--- config.mk ---
export PLATFORM = sky130hd
export DESIGN_NAME = tcsi_device_flat
export DESIGN_NICKNAME = d
export VERILOG_FILES = /design/src/logic/tcsi_pkg.sv /design/src/logic/tcsi_if.sv /design/src/logic/tcsi_device.sv /design/src/flat_wrapper.sv
export SDC_FILE = /design/constraint.sdc
export NUM_CORES = 1
export LEC_CHECK = 0
export ABC_CLOCK_PERIOD_IN_PS = 2650
export BUFFER_PORTS_ARGS = -buffer_cell sky130_fd_sc_hd__clkbuf_2
export CAP_MARGIN = 20
export CORE_UTILIZATION = 60
export CTS_CLUSTER_SIZE = 20
export DETAILED_ROUTE_END_ITERATION = 10
export PLACE_DENSITY = 0.84
export RECOVER_POWER = 100
export SLEW_MARGIN = 20
export SYNTH_ARGS = -nofsm -noshare
export SYNTH_HDL_FRONTEND = slang
export SYNTH_SLANG_ARGS = --single-unit
--- constraint.sdc ---
create_clock -name clk -period 2.65 [get_ports clk]
set_input_delay 0 -clock clk [delete_from_list [all_inputs] [get_ports clk]]
set_output_delay 0 -clock clk [all_outputs]
set_load 0.02 [all_outputs]
--- src/logic/tcsi_pkg.sv ---
// Constants shared by the touch controller serial command ends.
// Assumes a single 125 MHz system clock on both ends.
package tcsi_pkg;
   // Register indices
   localparam logic [4:0] REG_RATE_SETTLE = 5'h00;
   localparam logic [4:0] REG_SCREEN_FILTER = 5'h01;
   localparam logic [4:0] REG_FILTER_SETTLE = 5'h02;
   localparam logic [4:0] REG_CHANNEL_CODE_MASK = 5'h04;
   localparam logic [4:0] REG_INT_STATUS = 5'h05;
   localparam logic [4:0] REG_SOFT_RESET = 5'h1F;
   // Values after reset, and the soft reset key
   localparam logic [7:0] RST_RATE_SETTLE = 8'h00;
   localparam logic [7:0] RST_SCREEN_FILTER = 8'h20;
   localparam logic [7:0] RST_FILTER_SETTLE = 8'h00;
   localparam logic [7:0] RST_CHANNEL_CODE_MASK = 8'hC0;
   localparam logic [7:0] SOFT_RESET_KEY = 8'hDE;
   // Field positions
   localparam int SETTLE_LSB = 0;
   localparam int MASK_X_BIT = 7;
   localparam int STAT_TOUCH_BIT = 6;
   // Command top bits
   localparam logic [2:0] CMD_WRITE = 3'b000;
   localparam logic [2:0] CMD_READ = 3'b010;
   localparam logic [2:0] CMD_READ_CHANNEL_CODE = 3'b001;
   localparam logic [3:0] CMD_SELECT = 4'b1000;
   localparam logic [3:0] CMD_CONVERT = 4'b1001;
   localparam logic [3:0] CMD_MAN_AUTO = 4'b1011;
   localparam logic [3:0] CMD_TOUCH_DET = 4'b1100;
   localparam logic [3:0] CMD_TOUCH_TRG = 4'b1110;
   // Channel codes
   localparam logic [2:0] CHANNEL_CODE_X = 3'b000;
   localparam logic [2:0] CHANNEL_CODE_AUX = 3'b100;
   localparam logic [2:0] CHANNEL_CODE_SEQ = 3'b111;
   localparam int NUM_CHANNEL_CODE = 5;
   // Data words
   localparam logic [7:0] INVALID_BYTE = 8'hFF;
   localparam logic [15:0] RESULT_MASK = 16'h0FFF;
   // Operating modes
   localparam logic [1:0] MODE_MAN_AUTO = 2'h0;
   localparam logic [1:0] MODE_TOUCH_DET = 2'h1;
   localparam logic [1:0] MODE_TOUCH_TRG = 2'h2;
   // Timing
   localparam int CLK_PERIOD_NS = 8;
   localparam int SETTLE_BASE_NS = 500;
   localparam int SETTLE_BASE_CYC = (SETTLE_BASE_NS + CLK_PERIOD_NS - 1) / CLK_PERIOD_NS;
   localparam int SCLK_HALF_NS = 64;
   localparam int SCLK_HALF_CYC = SCLK_HALF_NS / CLK_PERIOD_NS;
   localparam int SETTLE_CNT_W = 22;
endpackage : tcsi_pkg

--- src/logic/tcsi_if.sv ---
// Serial link between the host master and the touch controller.
// Assumes the bench resolves the data-out wire from its enable.
`timescale 1ns/1ns
`default_nettype none
interface tcsi_if;
   logic sclk;
   logic chip_select_n;
   logic mosi;
   logic miso;
   logic miso_oe;
   modport device (input sclk, input chip_select_n, input mosi, output miso, output miso_oe);
   modport host (output sclk, output chip_select_n, output mosi, input miso, input miso_oe);
endinterface : tcsi_if
`default_nettype wire

--- src/logic/tcsi_device.sv ---
// Touch controller end: serial slave, command decoder, registers, sequencer.
// Assumes an external converter answers each start with one done pulse.
`timescale 1ns/1ns
`default_nettype none
module tcsi_device #(
   parameter int SETTLE_BASE = tcsi_pkg::SETTLE_BASE_CYC
) (
   input wire logic clk,
   input wire logic rst_n,
   tcsi_if.device link,
   output logic [7:0] rate_settle,
   output logic [7:0] screen_filter,
   output logic [7:0] filter_settle,
   output logic [1:0] op_mode,
   output logic bias_en,
   output logic [2:0] bias_channel,
   output logic conv_start,
   input wire logic conv_done,
   input wire logic [11:0] conv_result,
   input wire logic touch_present,
   input wire logic touch_event,
   output logic interrupt_out_n
);
   import tcsi_pkg::*;

   typedef enum logic [2:0] {
      SQ_IDLE = 3'b001,
      SQ_SETTLE = 3'b010,
      SQ_CONV = 3'b100
   } tcsi_seq_e;

   typedef enum logic [1:0] {
      OP_NONE = 2'h0,
      OP_WR = 2'h1,
      OP_RD = 2'h2,
      OP_CHANNEL_CODE = 2'h3
   } tcsi_op_e;

   logic sclk_s1, sclk_s2, sclk_s3, cs_s1, cs_s2, mosi_s1, mosi_s2;
   logic [2:0] bit_q, bit_d;
   logic [7:0] rx_q, rx_d, tx_q, tx_d;
   logic load_q, load_d, first_q, first_d, lsb_q, lsb_d;
   tcsi_op_e op_q, op_d;
   logic [4:0] addr_q, addr_d;
   logic [2:0] sel_q, sel_d;
   logic clr_stat_q, clr_stat_d, clr_res_q, clr_res_d;
   logic [7:0] ctrl0_q, ctrl0_d, ctrl1_q, ctrl1_d, ctrl2_q, ctrl2_d, mask_q, mask_d;
   logic flag_q, flag_d, srst_q, srst_d;
   logic [1:0] mode_q, mode_d;
   tcsi_seq_e st_q, st_d;
   logic [2:0] cur_q, cur_d, bch_q, bch_d;
   logic [NUM_CHANNEL_CODE-1:0] pend_q, pend_d, val_q, val_d, inv_q, inv_d;
   logic [SETTLE_CNT_W-1:0] cnt_q, cnt_d;
   logic bias_q, bias_d, start_q, start_d;
   logic [11:0] res_q [NUM_CHANNEL_CODE];
   logic [11:0] res_d [NUM_CHANNEL_CODE];
   logic rise, fall, byte_done, busy, rst;
   logic [7:0] rx_byte, rd_val;
   logic [NUM_CHANNEL_CODE-1:0] mask_en, code_hot;
   logic [2:0] first_val;
   logic any_val;
   logic [SETTLE_CNT_W-1:0] settle_load;

   function automatic logic [2:0] first_one(input logic [NUM_CHANNEL_CODE-1:0] v);
      logic [2:0] r;
      r = CHANNEL_CODE_X;
      for (int i = NUM_CHANNEL_CODE - 1; i >= 0; i--) begin
         if (v[i]) begin
            r = 3'(i);
         end
      end
      return r;
   endfunction : first_one

   // Pin synchronisers; third stage only for edge finding
   always_ff @(posedge clk) begin
      sclk_s1 <= link.sclk;
      sclk_s2 <= sclk_s1;
      sclk_s3 <= sclk_s2;
      cs_s1 <= link.chip_select_n;
      cs_s2 <= cs_s1;
      mosi_s1 <= link.mosi;
      mosi_s2 <= mosi_s1;
   end

   assign rst = !rst_n || srst_q;
   assign rise = sclk_s2 && !sclk_s3 && !cs_s2;
   assign fall = !sclk_s2 && sclk_s3 && !cs_s2;
   assign byte_done = rise && (bit_q == 3'h7);
   assign rx_byte = {rx_q[6:0], mosi_s2};
   assign busy = (st_q != SQ_IDLE);
   assign settle_load = (SETTLE_CNT_W'(SETTLE_BASE) << ctrl0_q[SETTLE_LSB +: 4]) - 1'b1;
   assign first_val = first_one(val_q);
   assign any_val = |val_q;

   // Channel enables from the mask, X in the top bit
   generate
      for (genvar g = 0; g < NUM_CHANNEL_CODE; g++) begin : g_mask
         assign mask_en[g] = mask_q[MASK_X_BIT - g];
         assign code_hot[g] = (rx_byte[2:0] == 3'(g));
      end
   endgenerate

   // Register read mux
   always_comb begin
      case (addr_q)
         REG_RATE_SETTLE: rd_val = ctrl0_q;
         REG_SCREEN_FILTER: rd_val = ctrl1_q;
         REG_FILTER_SETTLE: rd_val = ctrl2_q;
         REG_CHANNEL_CODE_MASK: rd_val = mask_q;
         REG_INT_STATUS: rd_val = 8'(flag_q) << STAT_TOUCH_BIT;
         default: rd_val = 8'h00;
      endcase
   end

   always_comb begin
      bit_d = bit_q;
      rx_d = rx_q;
      tx_d = tx_q;
      load_d = load_q;
      first_d = first_q;
      lsb_d = lsb_q;
      op_d = op_q;
      addr_d = addr_q;
      sel_d = sel_q;
      clr_stat_d = clr_stat_q;
      clr_res_d = clr_res_q;
      ctrl0_d = ctrl0_q;
      ctrl1_d = ctrl1_q;
      ctrl2_d = ctrl2_q;
      mask_d = mask_q;
      flag_d = flag_q;
      srst_d = 1'b0;
      mode_d = mode_q;
      st_d = st_q;
      cur_d = cur_q;
      bch_d = bch_q;
      pend_d = pend_q;
      val_d = val_q;
      inv_d = inv_q;
      cnt_d = cnt_q;
      bias_d = bias_q;
      start_d = 1'b0;
      res_d = res_q;
      if (cs_s2) begin
         bit_d = 3'h0;
         tx_d = 8'h00;
         load_d = 1'b0;
         first_d = 1'b1;
         lsb_d = 1'b0;
         op_d = OP_NONE;
         clr_stat_d = 1'b0;
         clr_res_d = 1'b0;
      end else begin
         if (rise) begin
            rx_d = rx_byte;
            bit_d = bit_q + 3'h1;
            load_d = byte_done;
         end
         if (byte_done && first_q) begin
            first_d = 1'b0;
            addr_d = rx_byte[4:0];
            if (busy) begin
               op_d = OP_NONE;
            end else if (rx_byte[7:5] == CMD_WRITE) begin
               op_d = OP_WR;
            end else if (rx_byte[7:5] == CMD_READ) begin
               op_d = OP_RD;
            end else if (rx_byte[7:5] == CMD_READ_CHANNEL_CODE) begin
               op_d = OP_CHANNEL_CODE;
            end else begin
               op_d = OP_NONE;
               case (rx_byte[7:4])
                  CMD_SELECT: begin
                     if (rx_byte[2:0] <= CHANNEL_CODE_AUX) begin
                        bias_d = 1'b1;
                        bch_d = rx_byte[2:0];
                     end
                  end
                  CMD_CONVERT: begin
                     if (rx_byte[2:0] == CHANNEL_CODE_SEQ) begin
                        pend_d = mask_en;
                     end else begin
                        pend_d = code_hot;
                     end
                     if (pend_d != '0) begin
                        val_d = '0;
                        cur_d = first_one(pend_d);
                        bch_d = cur_d;
                        bias_d = 1'b1;
                        cnt_d = settle_load;
                        st_d = SQ_SETTLE;
                     end
                  end
                  CMD_MAN_AUTO: mode_d = MODE_MAN_AUTO;
                  CMD_TOUCH_DET: mode_d = MODE_TOUCH_DET;
                  CMD_TOUCH_TRG: mode_d = MODE_TOUCH_TRG;
                  default: op_d = OP_NONE;
               endcase
            end
         end else if (byte_done) begin
            if (op_q == OP_WR) begin
               case (addr_q)
                  REG_RATE_SETTLE: ctrl0_d = rx_byte;
                  REG_SCREEN_FILTER: ctrl1_d = rx_byte;
                  REG_FILTER_SETTLE: ctrl2_d = rx_byte;
                  REG_CHANNEL_CODE_MASK: mask_d = rx_byte;
                  REG_SOFT_RESET: srst_d = (rx_byte == SOFT_RESET_KEY);
                  default: srst_d = 1'b0;
               endcase
               addr_d = addr_q + 5'h01;
            end
            // Side effects of a read land only when the byte was fully sent
            if (clr_stat_q) begin
               flag_d = 1'b0;
            end
            if (clr_res_q) begin
               val_d[sel_q] = 1'b0;
            end
            clr_stat_d = 1'b0;
            clr_res_d = 1'b0;
         end
         if (fall && load_q) begin
            load_d = 1'b0;
            tx_d = 8'h00;
            if (op_q == OP_RD) begin
               tx_d = rd_val;
               clr_stat_d = (addr_q == REG_INT_STATUS);
               addr_d = addr_q + 5'h01;
            end else if (op_q == OP_CHANNEL_CODE) begin
               if (!lsb_q) begin
                  sel_d = first_val;
                  tx_d = (any_val && !inv_q[first_val]) ?
                     {4'h0, res_q[first_val][11:8]} : INVALID_BYTE;
                  lsb_d = 1'b1;
               end else begin
                  tx_d = (val_q[sel_q] && !inv_q[sel_q]) ?
                     res_q[sel_q][7:0] : INVALID_BYTE;
                  clr_res_d = val_q[sel_q];
                  lsb_d = 1'b0;
               end
            end
         end else if (fall) begin
            tx_d = {tx_q[6:0], 1'b0};
         end
      end
      // Touch flag: a new touch wins over the read clear
      if ((mode_q == MODE_TOUCH_DET) && touch_event) begin
         flag_d = 1'b1;
      end
      case (st_q)
         SQ_IDLE: st_d = st_d;
         SQ_SETTLE: begin
            if (cnt_q == '0) begin
               start_d = 1'b1;
               st_d = SQ_CONV;
            end else begin
               cnt_d = cnt_q - 1'b1;
            end
         end
         SQ_CONV: begin
            if (conv_done) begin
               res_d[cur_q] = conv_result;
               val_d[cur_q] = 1'b1;
               inv_d[cur_q] = !touch_present;
               pend_d[cur_q] = 1'b0;
               bias_d = 1'b0;
               st_d = SQ_IDLE;
               if ((pend_q & ~(NUM_CHANNEL_CODE'(1) << cur_q)) != '0) begin
                  cur_d = first_one(pend_q & ~(NUM_CHANNEL_CODE'(1) << cur_q));
                  bch_d = cur_d;
                  bias_d = 1'b1;
                  cnt_d = settle_load;
                  st_d = SQ_SETTLE;
               end
            end
         end
         default: st_d = SQ_IDLE;
      endcase
   end

   always_ff @(posedge clk) begin
      if (rst) begin
         bit_q <= 3'h0;
         rx_q <= 8'h00;
         tx_q <= 8'h00;
         load_q <= 1'b0;
         first_q <= 1'b1;
         lsb_q <= 1'b0;
         op_q <= OP_NONE;
         addr_q <= 5'h00;
         sel_q <= CHANNEL_CODE_X;
         clr_stat_q <= 1'b0;
         clr_res_q <= 1'b0;
         ctrl0_q <= RST_RATE_SETTLE;
         ctrl1_q <= RST_SCREEN_FILTER;
         ctrl2_q <= RST_FILTER_SETTLE;
         mask_q <= RST_CHANNEL_CODE_MASK;
         flag_q <= 1'b0;
         srst_q <= 1'b0;
         mode_q <= MODE_MAN_AUTO;
         st_q <= SQ_IDLE;
         cur_q <= CHANNEL_CODE_X;
         bch_q <= CHANNEL_CODE_X;
         pend_q <= '0;
         val_q <= '0;
         inv_q <= '0;
         cnt_q <= '0;
         bias_q <= 1'b0;
         start_q <= 1'b0;
         for (int i = 0; i < NUM_CHANNEL_CODE; i++) begin
            res_q[i] <= 12'h000;
         end
      end else begin
         bit_q <= bit_d;
         rx_q <= rx_d;
         tx_q <= tx_d;
         load_q <= load_d;
         first_q <= first_d;
         lsb_q <= lsb_d;
         op_q <= op_d;
         addr_q <= addr_d;
         sel_q <= sel_d;
         clr_stat_q <= clr_stat_d;
         clr_res_q <= clr_res_d;
         ctrl0_q <= ctrl0_d;
         ctrl1_q <= ctrl1_d;
         ctrl2_q <= ctrl2_d;
         mask_q <= mask_d;
         flag_q <= flag_d;
         srst_q <= srst_d;
         mode_q <= mode_d;
         st_q <= st_d;
         cur_q <= cur_d;
         bch_q <= bch_d;
         pend_q <= pend_d;
         val_q <= val_d;
         inv_q <= inv_d;
         cnt_q <= cnt_d;
         bias_q <= bias_d;
         start_q <= start_d;
         res_q <= res_d;
      end
   end

   assign link.miso = tx_q[7];
   assign link.miso_oe = !cs_s2;
   assign rate_settle = ctrl0_q;
   assign screen_filter = ctrl1_q;
   assign filter_settle = ctrl2_q;
   assign op_mode = mode_q;
   assign bias_en = bias_q;
   assign bias_channel = bch_q;
   assign conv_start = start_q;
   assign interrupt_out_n = !flag_q;
endmodule : tcsi_device
`default_nettype wire

--- src/flat_wrapper.sv ---
// flat-port wrapper written by rule: the top's interface ports become plain ports
module tcsi_device_flat import tcsi_pkg::*;
#(
   parameter int SETTLE_BASE = tcsi_pkg::SETTLE_BASE_CYC
)
  (clk, rst_n, rate_settle, screen_filter, filter_settle, op_mode, bias_en, bias_channel, conv_start, conv_done, conv_result, touch_present, touch_event, interrupt_out_n, link_sclk, link_chip_select_n, link_mosi, link_miso, link_miso_oe);
  tcsi_if link_i ();
  input wire logic clk;
  input wire logic rst_n;
  output logic [7:0] rate_settle;
  output logic [7:0] screen_filter;
  output logic [7:0] filter_settle;
  output logic [1:0] op_mode;
  output logic bias_en;
  output logic [2:0] bias_channel;
  output logic conv_start;
  input wire logic conv_done;
  input wire logic [11:0] conv_result;
  input wire logic touch_present;
  input wire logic touch_event;
  output logic interrupt_out_n;
  input wire logic [$bits(link_i.sclk)-1:0] link_sclk;
  input wire logic [$bits(link_i.chip_select_n)-1:0] link_chip_select_n;
  input wire logic [$bits(link_i.mosi)-1:0] link_mosi;
  output wire logic [$bits(link_i.miso)-1:0] link_miso;
  output wire logic [$bits(link_i.miso_oe)-1:0] link_miso_oe;
  assign link_i.sclk = link_sclk;
  assign link_i.chip_select_n = link_chip_select_n;
  assign link_i.mosi = link_mosi;
  assign link_miso = link_i.miso;
  assign link_miso_oe = link_i.miso_oe;
  tcsi_device #(.SETTLE_BASE(SETTLE_BASE)) u_core (.clk(clk), .rst_n(rst_n), .link(link_i), .rate_settle(rate_settle), .screen_filter(screen_filter), .filter_settle(filter_settle), .op_mode(op_mode), .bias_en(bias_en), .bias_channel(bias_channel), .conv_start(conv_start), .conv_done(conv_done), .conv_result(conv_result), .touch_present(touch_present), .touch_event(touch_event), .interrupt_out_n(interrupt_out_n));
endmodule
==> results of run 1 <==
==> state kept, by name, summed over array words and instances, names as in the netlist, 5 cells and up <==
name / flops
u_core.res_q: 60
u_core.pend_q: 5
u_core.cnt_q: 22
u_core.mask_q: 8
u_core.tx_q: 8
u_core.rate_settle: 8
u_core.addr_q: 5
u_core.filter_settle: 8
u_core.inv_q: 5
u_core.rx_q: 7
u_core.screen_filter: 8
u_core.val_q: 5
==> worst max path at each step <==
stage | startpoint | end | slack (ns) | cells after the start
2_1_floorplan | u_core.st_q[1] | u_core.cnt_q[12] | 0.25 | 8
3_3_place_gp | u_core.st_q[2] | u_core.cnt_q[8] | 0.20 | 6
3_5_place_dp | u_core.st_q[2] | u_core.cnt_q[8] | 0.15 | 6
4_1_cts | u_core.st_q[2] | u_core.cnt_q[8] | 0.14 | 6
5_1_grt | u_core.sel_q[1] | u_core.tx_q[6] | 0.01 | 7
6_report | u_core.st_q[2] | u_core.cnt_q[8] | 0.09 | 6
==> Yosys cell counts (all sizes together), types with 8 or more instances <==
master / instances
o211ai: 16
a211oi: 13
nand4: 11
nor3: 38
nand2b: 12
buf: 10
and3: 11
inv: 24
a221oi: 8
mux2i: 102
nor2b: 13
a22oi: 16
a31oi: 17
dfxtp: 184
nor2: 162
a21oi: 92
clkbuf: 74
o21ai: 39
ha: 9
nand3: 37
o22ai: 16
nor4: 10
nand2: 98
==> cells in the final DEF, fill, tap and decap left out, types with 15 or more instances in the layout <==
master                            n
sky130_fd_sc_hd__dfxtp_1        184
sky130_fd_sc_hd__nor2_1         162
sky130_fd_sc_hd__mux2i_1        102
sky130_fd_sc_hd__nand2_1         98
sky130_fd_sc_hd__a21oi_1         92
sky130_fd_sc_hd__buf_4           45
sky130_fd_sc_hd__clkbuf_1        42
sky130_fd_sc_hd__o21ai_0         39
sky130_fd_sc_hd__nand3_1         37
sky130_fd_sc_hd__nor3_1          34
sky130_fd_sc_hd__clkbuf_2        30
sky130_fd_sc_hd__inv_1           24
sky130_fd_sc_hd__dlygate4sd3_1   18
sky130_fd_sc_hd__a31oi_1         17
sky130_fd_sc_hd__clkbuf_16       17
sky130_fd_sc_hd__a22oi_1         16
sky130_fd_sc_hd__o211ai_1        16
sky130_fd_sc_hd__o22ai_1         15
==> power by group through the flow <==
| stage | logic (W) | registers, W | clock network (W) |
|---|---|---|---|
| final | 0.000166 | 0.00278 | 0.00273 |
| after CTS | 0.000168 | 0.00278 | 0.00274 |
| after global routing | 0.000177 | 0.00278 | 0.00287 |
| after floorplan | 0.0000872 | 0.00284 | 0 |
| after detailed placement | 0.000146 | 0.00284 | 0 |
| after global placement | 0.000145 | 0.00284 | 0 |
==> cell type report <==
cell class / instances / area share (%)
multi-input combinational: 848 / 49.0
sequential: 184 / 34.3
timing repair buffer: 136 / 7.74
clock buffer: 18 / 4.09
tap: 188 / 2.19
clock inverter: 12 / 1.77
inverter: 24 / 0.839
==> metrics by stage <==
stage / instance area [um^2] / total power (W) / hold WS (ns)
2_1_floorplan: 9370 / 0.00293 / 0.0277
3_3_place_gp: 10100 / 0.00299 / 0.105
3_5_place_dp: 10100 / 0.00299 / 0.104
4_1_cts: 10900 / 0.00569 / 0.107
5_1_grt: 10700 / 0.00582 / 0.118
6_report: 10700 / 0.00568 / 0.119
==> worst min-delay path, stage by stage <==
cell and delay, ns:
sky130_fd_sc_hd__clkbuf_2 0.13, sky130_fd_sc_hd__nand2b_4 0.30, sky130_fd_sc_hd__a21oi_1 0.07
==> layer usage <==
metal,GRT usage (%),share of wire (%),up-vias
li1,-,-,4289
met1,43.7,42,4289
met2,54.0,48,422
met3,6.54,7.6,76
met4,13.6,3.0,0
met5,0,0,-
==> cell families (layout without fill, tap and decap cells) <==
group / after synthesis / in the layout / synth area share [%]
AND/OR/NAND/NOR: 433 / 433 / 21.9
AO/OA/AOI/OAI: 285 / 285 / 20.0
flip-flops: 184 / 184 / 39.3
multiplexers: 109 / 109 / 11.9
buffers and inverters: 108 / 190 / 4.54
XOR/XNOR: 12 / 12 / 1.12
adder cells (fa/ha/maj): 9 / 9 / 1.20
==> what timing repair did <==
item | 4_1_cts | 5_1_grt
gates resized for setup | 0 | 1
endpoints found under the setup margin | 0 | 1
hold buffers | 18 | 0
hold endpoints to repair | 70 | 0
==> insert_results.sql, run 1 <==
INSERT INTO impl_metrics (metric_group, metric, value, unit) VALUES
('status', 'outcome', 'complete, but fails checks', ''),
('status', 'failed_checks', 'max-capacitance violations, max-slew violations', ''),
('critical_path', 'cpLargestDelayFamily', 'simple AND/OR/NAND/NOR gates', ''),
('clock_tree', 'tritoncts', 'done', ''),
('critical_path', 'r2r-end', 'u_core.cnt_q[8]', ''),
('synthesis', 'post-synth-top-area-cell', 'sky130_fd_sc_hd__dfxtp_1', ''),
('critical_path', 'worst_setup_path_start_kind', 'flop', ''),
('drt', 'drt_wl_total', '26.1', 'mm'),
('critical_path', 'critPathRequiredTime', '2.99', 'ns'),
('min_path', 'worst_hold_startpoint', 'rst_n', ''),
('critical_path', 'crit-reg2reg-launch', 'u_core.st_q[2]', ''),
('place', 'placedCellCount', '1362', ''),
('layout', 'area_growth_syn_to_layout', '14.5', '%'),
('layout', 'fin_nets', '1240', ''),
('timing', 'layout_setup_ws', '0.0877', 'ns'),
('synthesis', 'yosys_register_bits', '184', ''),
('synthesis', 'synth_edf_count', '0', ''),
('min_path', 'min_path_type', 'in2reg', ''),
('clock_tree', 'cts.path.max_buffers', '2', ''),
('timing', 'setup_tns', '0', 'ns'),
('clock_tree', 'clk_pin_slew_worst_paths', '0.07', 'ns'),
('drt', 'first_pass_iters', '7', ''),
('layout', 'multi_input_area', '5260', 'um^2'),
('layout', 'fin_util', '70.6', '%'),
('clock_tree', 'tritoncts.num_buffers', '17', ''),
('critical_path', 'crit_chain', 'or3b_4 > or4b_4 > or2_4 > nand2_1 > o21ai_0 > a221oi_1', ''),
('pwr', 'power.share.sequential', '48.9', '%'),
('pwr', 'leakage', '3.76', 'nW'),
('layout', 'layoutNonFillerInstCount', '1410', ''),
('pwr', 'peakVddDrop', '0.000632', 'V'),
('min_path', 'instance_count_along_the_most_critical_hold_path', '3', ''),
('timing', 'fin_crit', '2.56', 'ns'),
('synthesis', 'async_reset_ff_share', '0', '%'),
('drt', 'wl_per_cell', '18.5', 'um'),
('synthesis', 'postSynthNetCount', '1169', ''),
('timing', 'setup_viol', '0', ''),
('pwr', 'power_switching_share', '21.8', '%'),
('place', 'gp_congestion', '0.925', ''),
('synthesis', 'synthDistinctLibCells', '75', ''),
('place', 'detailedPlace.worstSlack', '0.153', 'ns'),
('timing', 'hold_viol_final', '0', ''),
('flow_run', 'cap_violations', '1', ''),
('critical_path', 'worst_path_largest_cell_delay', '0.53', 'ns'),
('clock_tree', 'clock_tree.htree_level_count', '4', ''),
('clock_tree', 'clock_sinks', '184', ''),
('floorplanning', 'core_region_area', '15200', 'um^2'),
('synthesis', 'syn_area', '9370', 'um^2'),
('drt', 'final_antenna_net_count', '0', ''),
('critical_path', 'timing.critical_path.slowest_stage_cell', 'sky130_fd_sc_hd__or4b_4', ''),
('drt', 'drt-initial-drc-count', '1083', ''),
('layout', 'layout-drive-gt1-share', '10.7', '%'),
('pwr', 'combPwrFrac', '2.9', '%'),
('floorplanning', 'die_w', '127', 'um'),
('floorplanning', 'die_area', '16100', 'um^2'),
('timing', 'max_transition_viols_final', '91', ''),
('clock_tree', 'clkLatencyLatePin', '0.44', 'ns'),
('timing', 'worst_pin_slew', '1.62', 'ns'),
('drt', 'route.detailed.vias_per_inst', '6.44', ''),
('synthesis', 'synth_ff_type', 'sky130_fd_sc_hd__dfxtp_1', ''),
('clock_tree', 'post_cts.repair.setup_buffers', '0', ''),
('synthesis', 'yosys_warnings', '0', ''),
('synthesis', 'syn-instance-count', '1140', ''),
('drt', 'drc_violation_count_after_routing', '0', ''),
('timing', 'clock-skew-final', '0.00779', 'ns'),
('floorplanning', 'die_h', '127', 'um'),
('timing', 'maxClockFrequency', '390', 'MHz'),
('global_routing', 'grt_usage', '33.4', '%'),
('timing', 'unrepaired_setup_endpoints_after_global_routing', 'false', ''),
('synthesis', 'synth-seq-area-share', '39.3', '%'),
('floorplanning', 'number_of_placed_i_o_pins', '54', ''),
('synthesis', 'post_synth_main_area_contributors', 'sky130_fd_sc_hd__dfxtp_1 (39%), sky130_fd_sc_hd__mux2i_1 (11%), sky130_fd_sc_hd__nor2_1 (6.5%)', '');
No activity file was read; power rests on OpenSTA's default activity.
==> run 2, diff against run 1 <==
- CORE_MARGIN: not set -> 3
==> run 2 against run 1 <==
The run now ends clean. Worst setup slack gained 0.0060 ns. Largest cell class unchanged. Power fell by 6.8%. Via count is 0.86% higher.
==> insert_results.sql, run 2 (same netlist as run 1, synthesis figures left out) <==
INSERT INTO impl_metrics (metric_group, metric, value, unit) VALUES
('layout', 'num-fill-cells', '1172', ''),
('drt', 'wl_per_cell', '18.2', 'um'),
('drt', 'drc_violation_count_after_routing', '0', ''),
('critical_path', 'cp_max_fo', '4', ''),
('clock_tree', 'clock_tree.htree_level_count', '4', ''),
('place', 'dpl_cell_area', '10100', 'um^2'),
('timing', 'clock-skew-final', '0.0114', 'ns'),
('status', 'outcome', 'finished, final reports clean', ''),
('layout', 'largest_register_ffs', '60', ''),
('critical_path', 'worst-endpoint-arrival', '2.84', 'ns'),
('timing', 'max_transition_viols_final', '0', ''),
('timing', 'worst_pin_slew', '0.832', 'ns'),
('place', 'dp_hpwl', '17.7', 'mm'),
('global_routing', 'grt_remaining_overflow', '0', ''),
('drt', 'final_antenna_net_count', '0', ''),
('floorplanning', 'initial_util', '61.4', '%'),
('pwr', 'leakage', '3.68', 'nW'),
('critical_path', 'worst_setup_path_start_kind', 'flop', ''),
('global_routing', 'grt_max_degree', '85', ''),
('global_routing', 'grt_usage', '30.5', '%'),
('pwr', 'total_power', '0.00529', 'W'),
('clock_tree', 'clockRootBuffer', 'sky130_fd_sc_hd__clkbuf_16', ''),
('timing', 'setup_viol', '0', ''),
('timing', 'timing.max_slew.rel_slack', '44.6', '%'),
('floorplanning', 'die_h', '131', 'um'),
('clock_tree', 'tritoncts.num_buffers', '17', ''),
('drt', 'first_pass_iters', '7', ''),
('floorplanning', 'die_w', '131', 'um'),
('clock_tree', 'clock_sinks', '184', ''),
('timing', 'maxClockFrequency', '391', 'MHz'),
('critical_path', 'critPathCaptureType', 'flop', ''),
('drt', 'route.detailed.vias_per_inst', '6.37', ''),
('drt', 'drt_wl_total', '26.1', 'mm'),
('floorplanning', 'floorplan.rows', '45', ''),
('layout', 'area_growth_syn_to_layout', '13.9', '%'),
('layout', 'antenna_cells', '0', ''),
('place', 'detailedPlace.worstSlack', '0.205', 'ns'),
('min_path', 'min_path_type', 'in2reg', ''),
('drt', 'count_of_vias_placed_by_the_detailed_router', '9154', ''),
('layout', 'final_common_cell', 'sky130_fd_sc_hd__dfxtp_1', ''),
('timing', 'layout_setup_ws', '0.0937', 'ns'),
('layout', 'final_cell_mix', 'sky130_fd_sc_hd__dfxtp_1 (184), sky130_fd_sc_hd__nor2_1 (162), sky130_fd_sc_hd__mux2i_1 (102)', ''),
('timing', 'hold_viol_final', '0', ''),
('critical_path', 'r2r_slack', '0.09', 'ns'),
('clock_tree', 'clk_pin_slew_worst_paths', '0.07', 'ns'),
('timing', 'unrepaired_setup_endpoints_after_global_routing', 'false', ''),
('place', 'gp_congestion', '0.960', ''),
('flow_run', 'cap_violations', '0', ''),
('layout', 'fin_nets', '1242', ''),
('global_routing', 'antenna_found_initial', '0', ''),
('critical_path', 'critPathRequiredTime', '2.94', 'ns'),
('layout', 'regMostFlops', 'u_core.res_q', ''),
('layout', 'layout-drive-gt1-share', '10.4', '%'),
('timing', 'fin_crit', '2.56', 'ns'),
('timing', 'fin_worst_hold_slack', '0.0890', 'ns'),
('place', 'io_buffer_count', '53', ''),
('drt', 'drt-initial-drc-count', '941', ''),
('floorplanning', 'die_area', '17200', 'um^2'),
('global_routing', 'first_pass_grt_wire_length', '42.1', 'mm'),
('floorplanning', 'number_of_placed_i_o_pins', '54', ''),
('floorplanning', 'core_region_area', '15300', 'um^2'),
('clock_tree', 'cts.path.max_buffers', '2', ''),
('timing', 'min_period_over_period', '96.5', '%'),
('clock_tree', 'clkLatencyLatePin', '0.43', 'ns'),
('pwr', 'peakVddDrop', '0.000474', 'V'),
('timing', 'setup_tns', '0', 'ns'),
('layout', 'final_cell_area', '10700', 'um^2'),
('pwr', 'power_per_cell_area', '496', 'nW/um^2'),
('critical_path', 'worstSetupPathType', 'reg2reg', ''),
('clock_tree', 'tritoncts', 'done', ''),
('global_routing', 'number_of_global_route_vias_before_repair', '8492', ''),
('layout', 'largestRegisters', 'u_core.res_q (60), u_core.cnt_q (22)', ''),
('clock_tree', 'post_cts.repair.setup_buffers', '0', '');
[run 2: cell types whose count changed in the layout (fill, tap and decap cells not counted), moves of 3 or more]
cell                         change
sky130_fd_sc_hd__bufinv_16       -4
sky130_fd_sc_hd__clkbuf_2        +5
sky130_fd_sc_hd__clkbuf_1        +7
sky130_fd_sc_hd__buf_4           -9
sky130_fd_sc_hd__clkinv_4        -4
sky130_fd_sc_hd__clkinvlp_4      +5
sky130_fd_sc_hd__clkinv_2        +3
[run 2: final timing paths]
| check | start | endpoint | depth (start not counted) |
|---|---|---|---|
| max | u_core.bit_q[0] | u_core.screen_filter[2] | 8 |
| min reg2reg | u_core.sclk_s1 | u_core.sclk_s2 | 0 |
| max reg2reg | u_core.bit_q[0] | u_core.screen_filter[2] | 8 |
| min | rst_n | u_core.cnt_q[12] | 3 |
[run 2: final cells by class]
class	count	area, um^2	area share [%]
clock buffer	19	443	4.15
sequential	184	3680	34.5
tap	211	264	2.47
inverter	24	90.1	0.844
multi-input combinational	848	5270	49.4
clock inverter	13	96.3	0.902
timing repair buffer	138	826	7.74
[run 2: power by group]
group          leakage (nW)  internal, W  switching (W)  total (W)
registers              1.48      0.00277     0.00000766    0.00278
clock network         0.253      0.00123        0.00111    0.00234
logic                  1.95    0.0000582       0.000110   0.000168
total                  3.68      0.00406        0.00123    0.00529
[run 2: critical path: stages (launching register included)]
cell	delay, ns
sky130_fd_sc_hd__dfxtp_1	0.35
sky130_fd_sc_hd__ha_1	0.15
sky130_fd_sc_hd__ha_1	0.15
sky130_fd_sc_hd__nor4bb_1	0.43
sky130_fd_sc_hd__nand3_1	0.30
sky130_fd_sc_hd__nor3_1	0.53
sky130_fd_sc_hd__buf_4	0.25
sky130_fd_sc_hd__mux2i_1	0.20
sky130_fd_sc_hd__nor2_1	0.06
[run 2: what timing repair did]
item                                   CTS  global route
endpoints found under the hold margin   70             0
resized for setup                        0             0
hold buffers                            18             0
[run 2: metrics by stage]
stage | utilization [%] | instances
2_1_floorplan | - | 1140
3_3_place_gp | 66.3 | 1387
3_5_place_dp | 66.3 | 1387
4_1_cts | 71.0 | 1437
5_1_grt | 70.0 | 1437
6_report | 70.0 | 1437
[run 2: routing by layer]
layer	vias up	routed length (um)	track usage (%)
met5	-	0	0
met4	0	694	11.4
met3	63	2150	5.20
met2	453	12600	50.2
met1	4352	10600	40.2
li1	4286	-	-
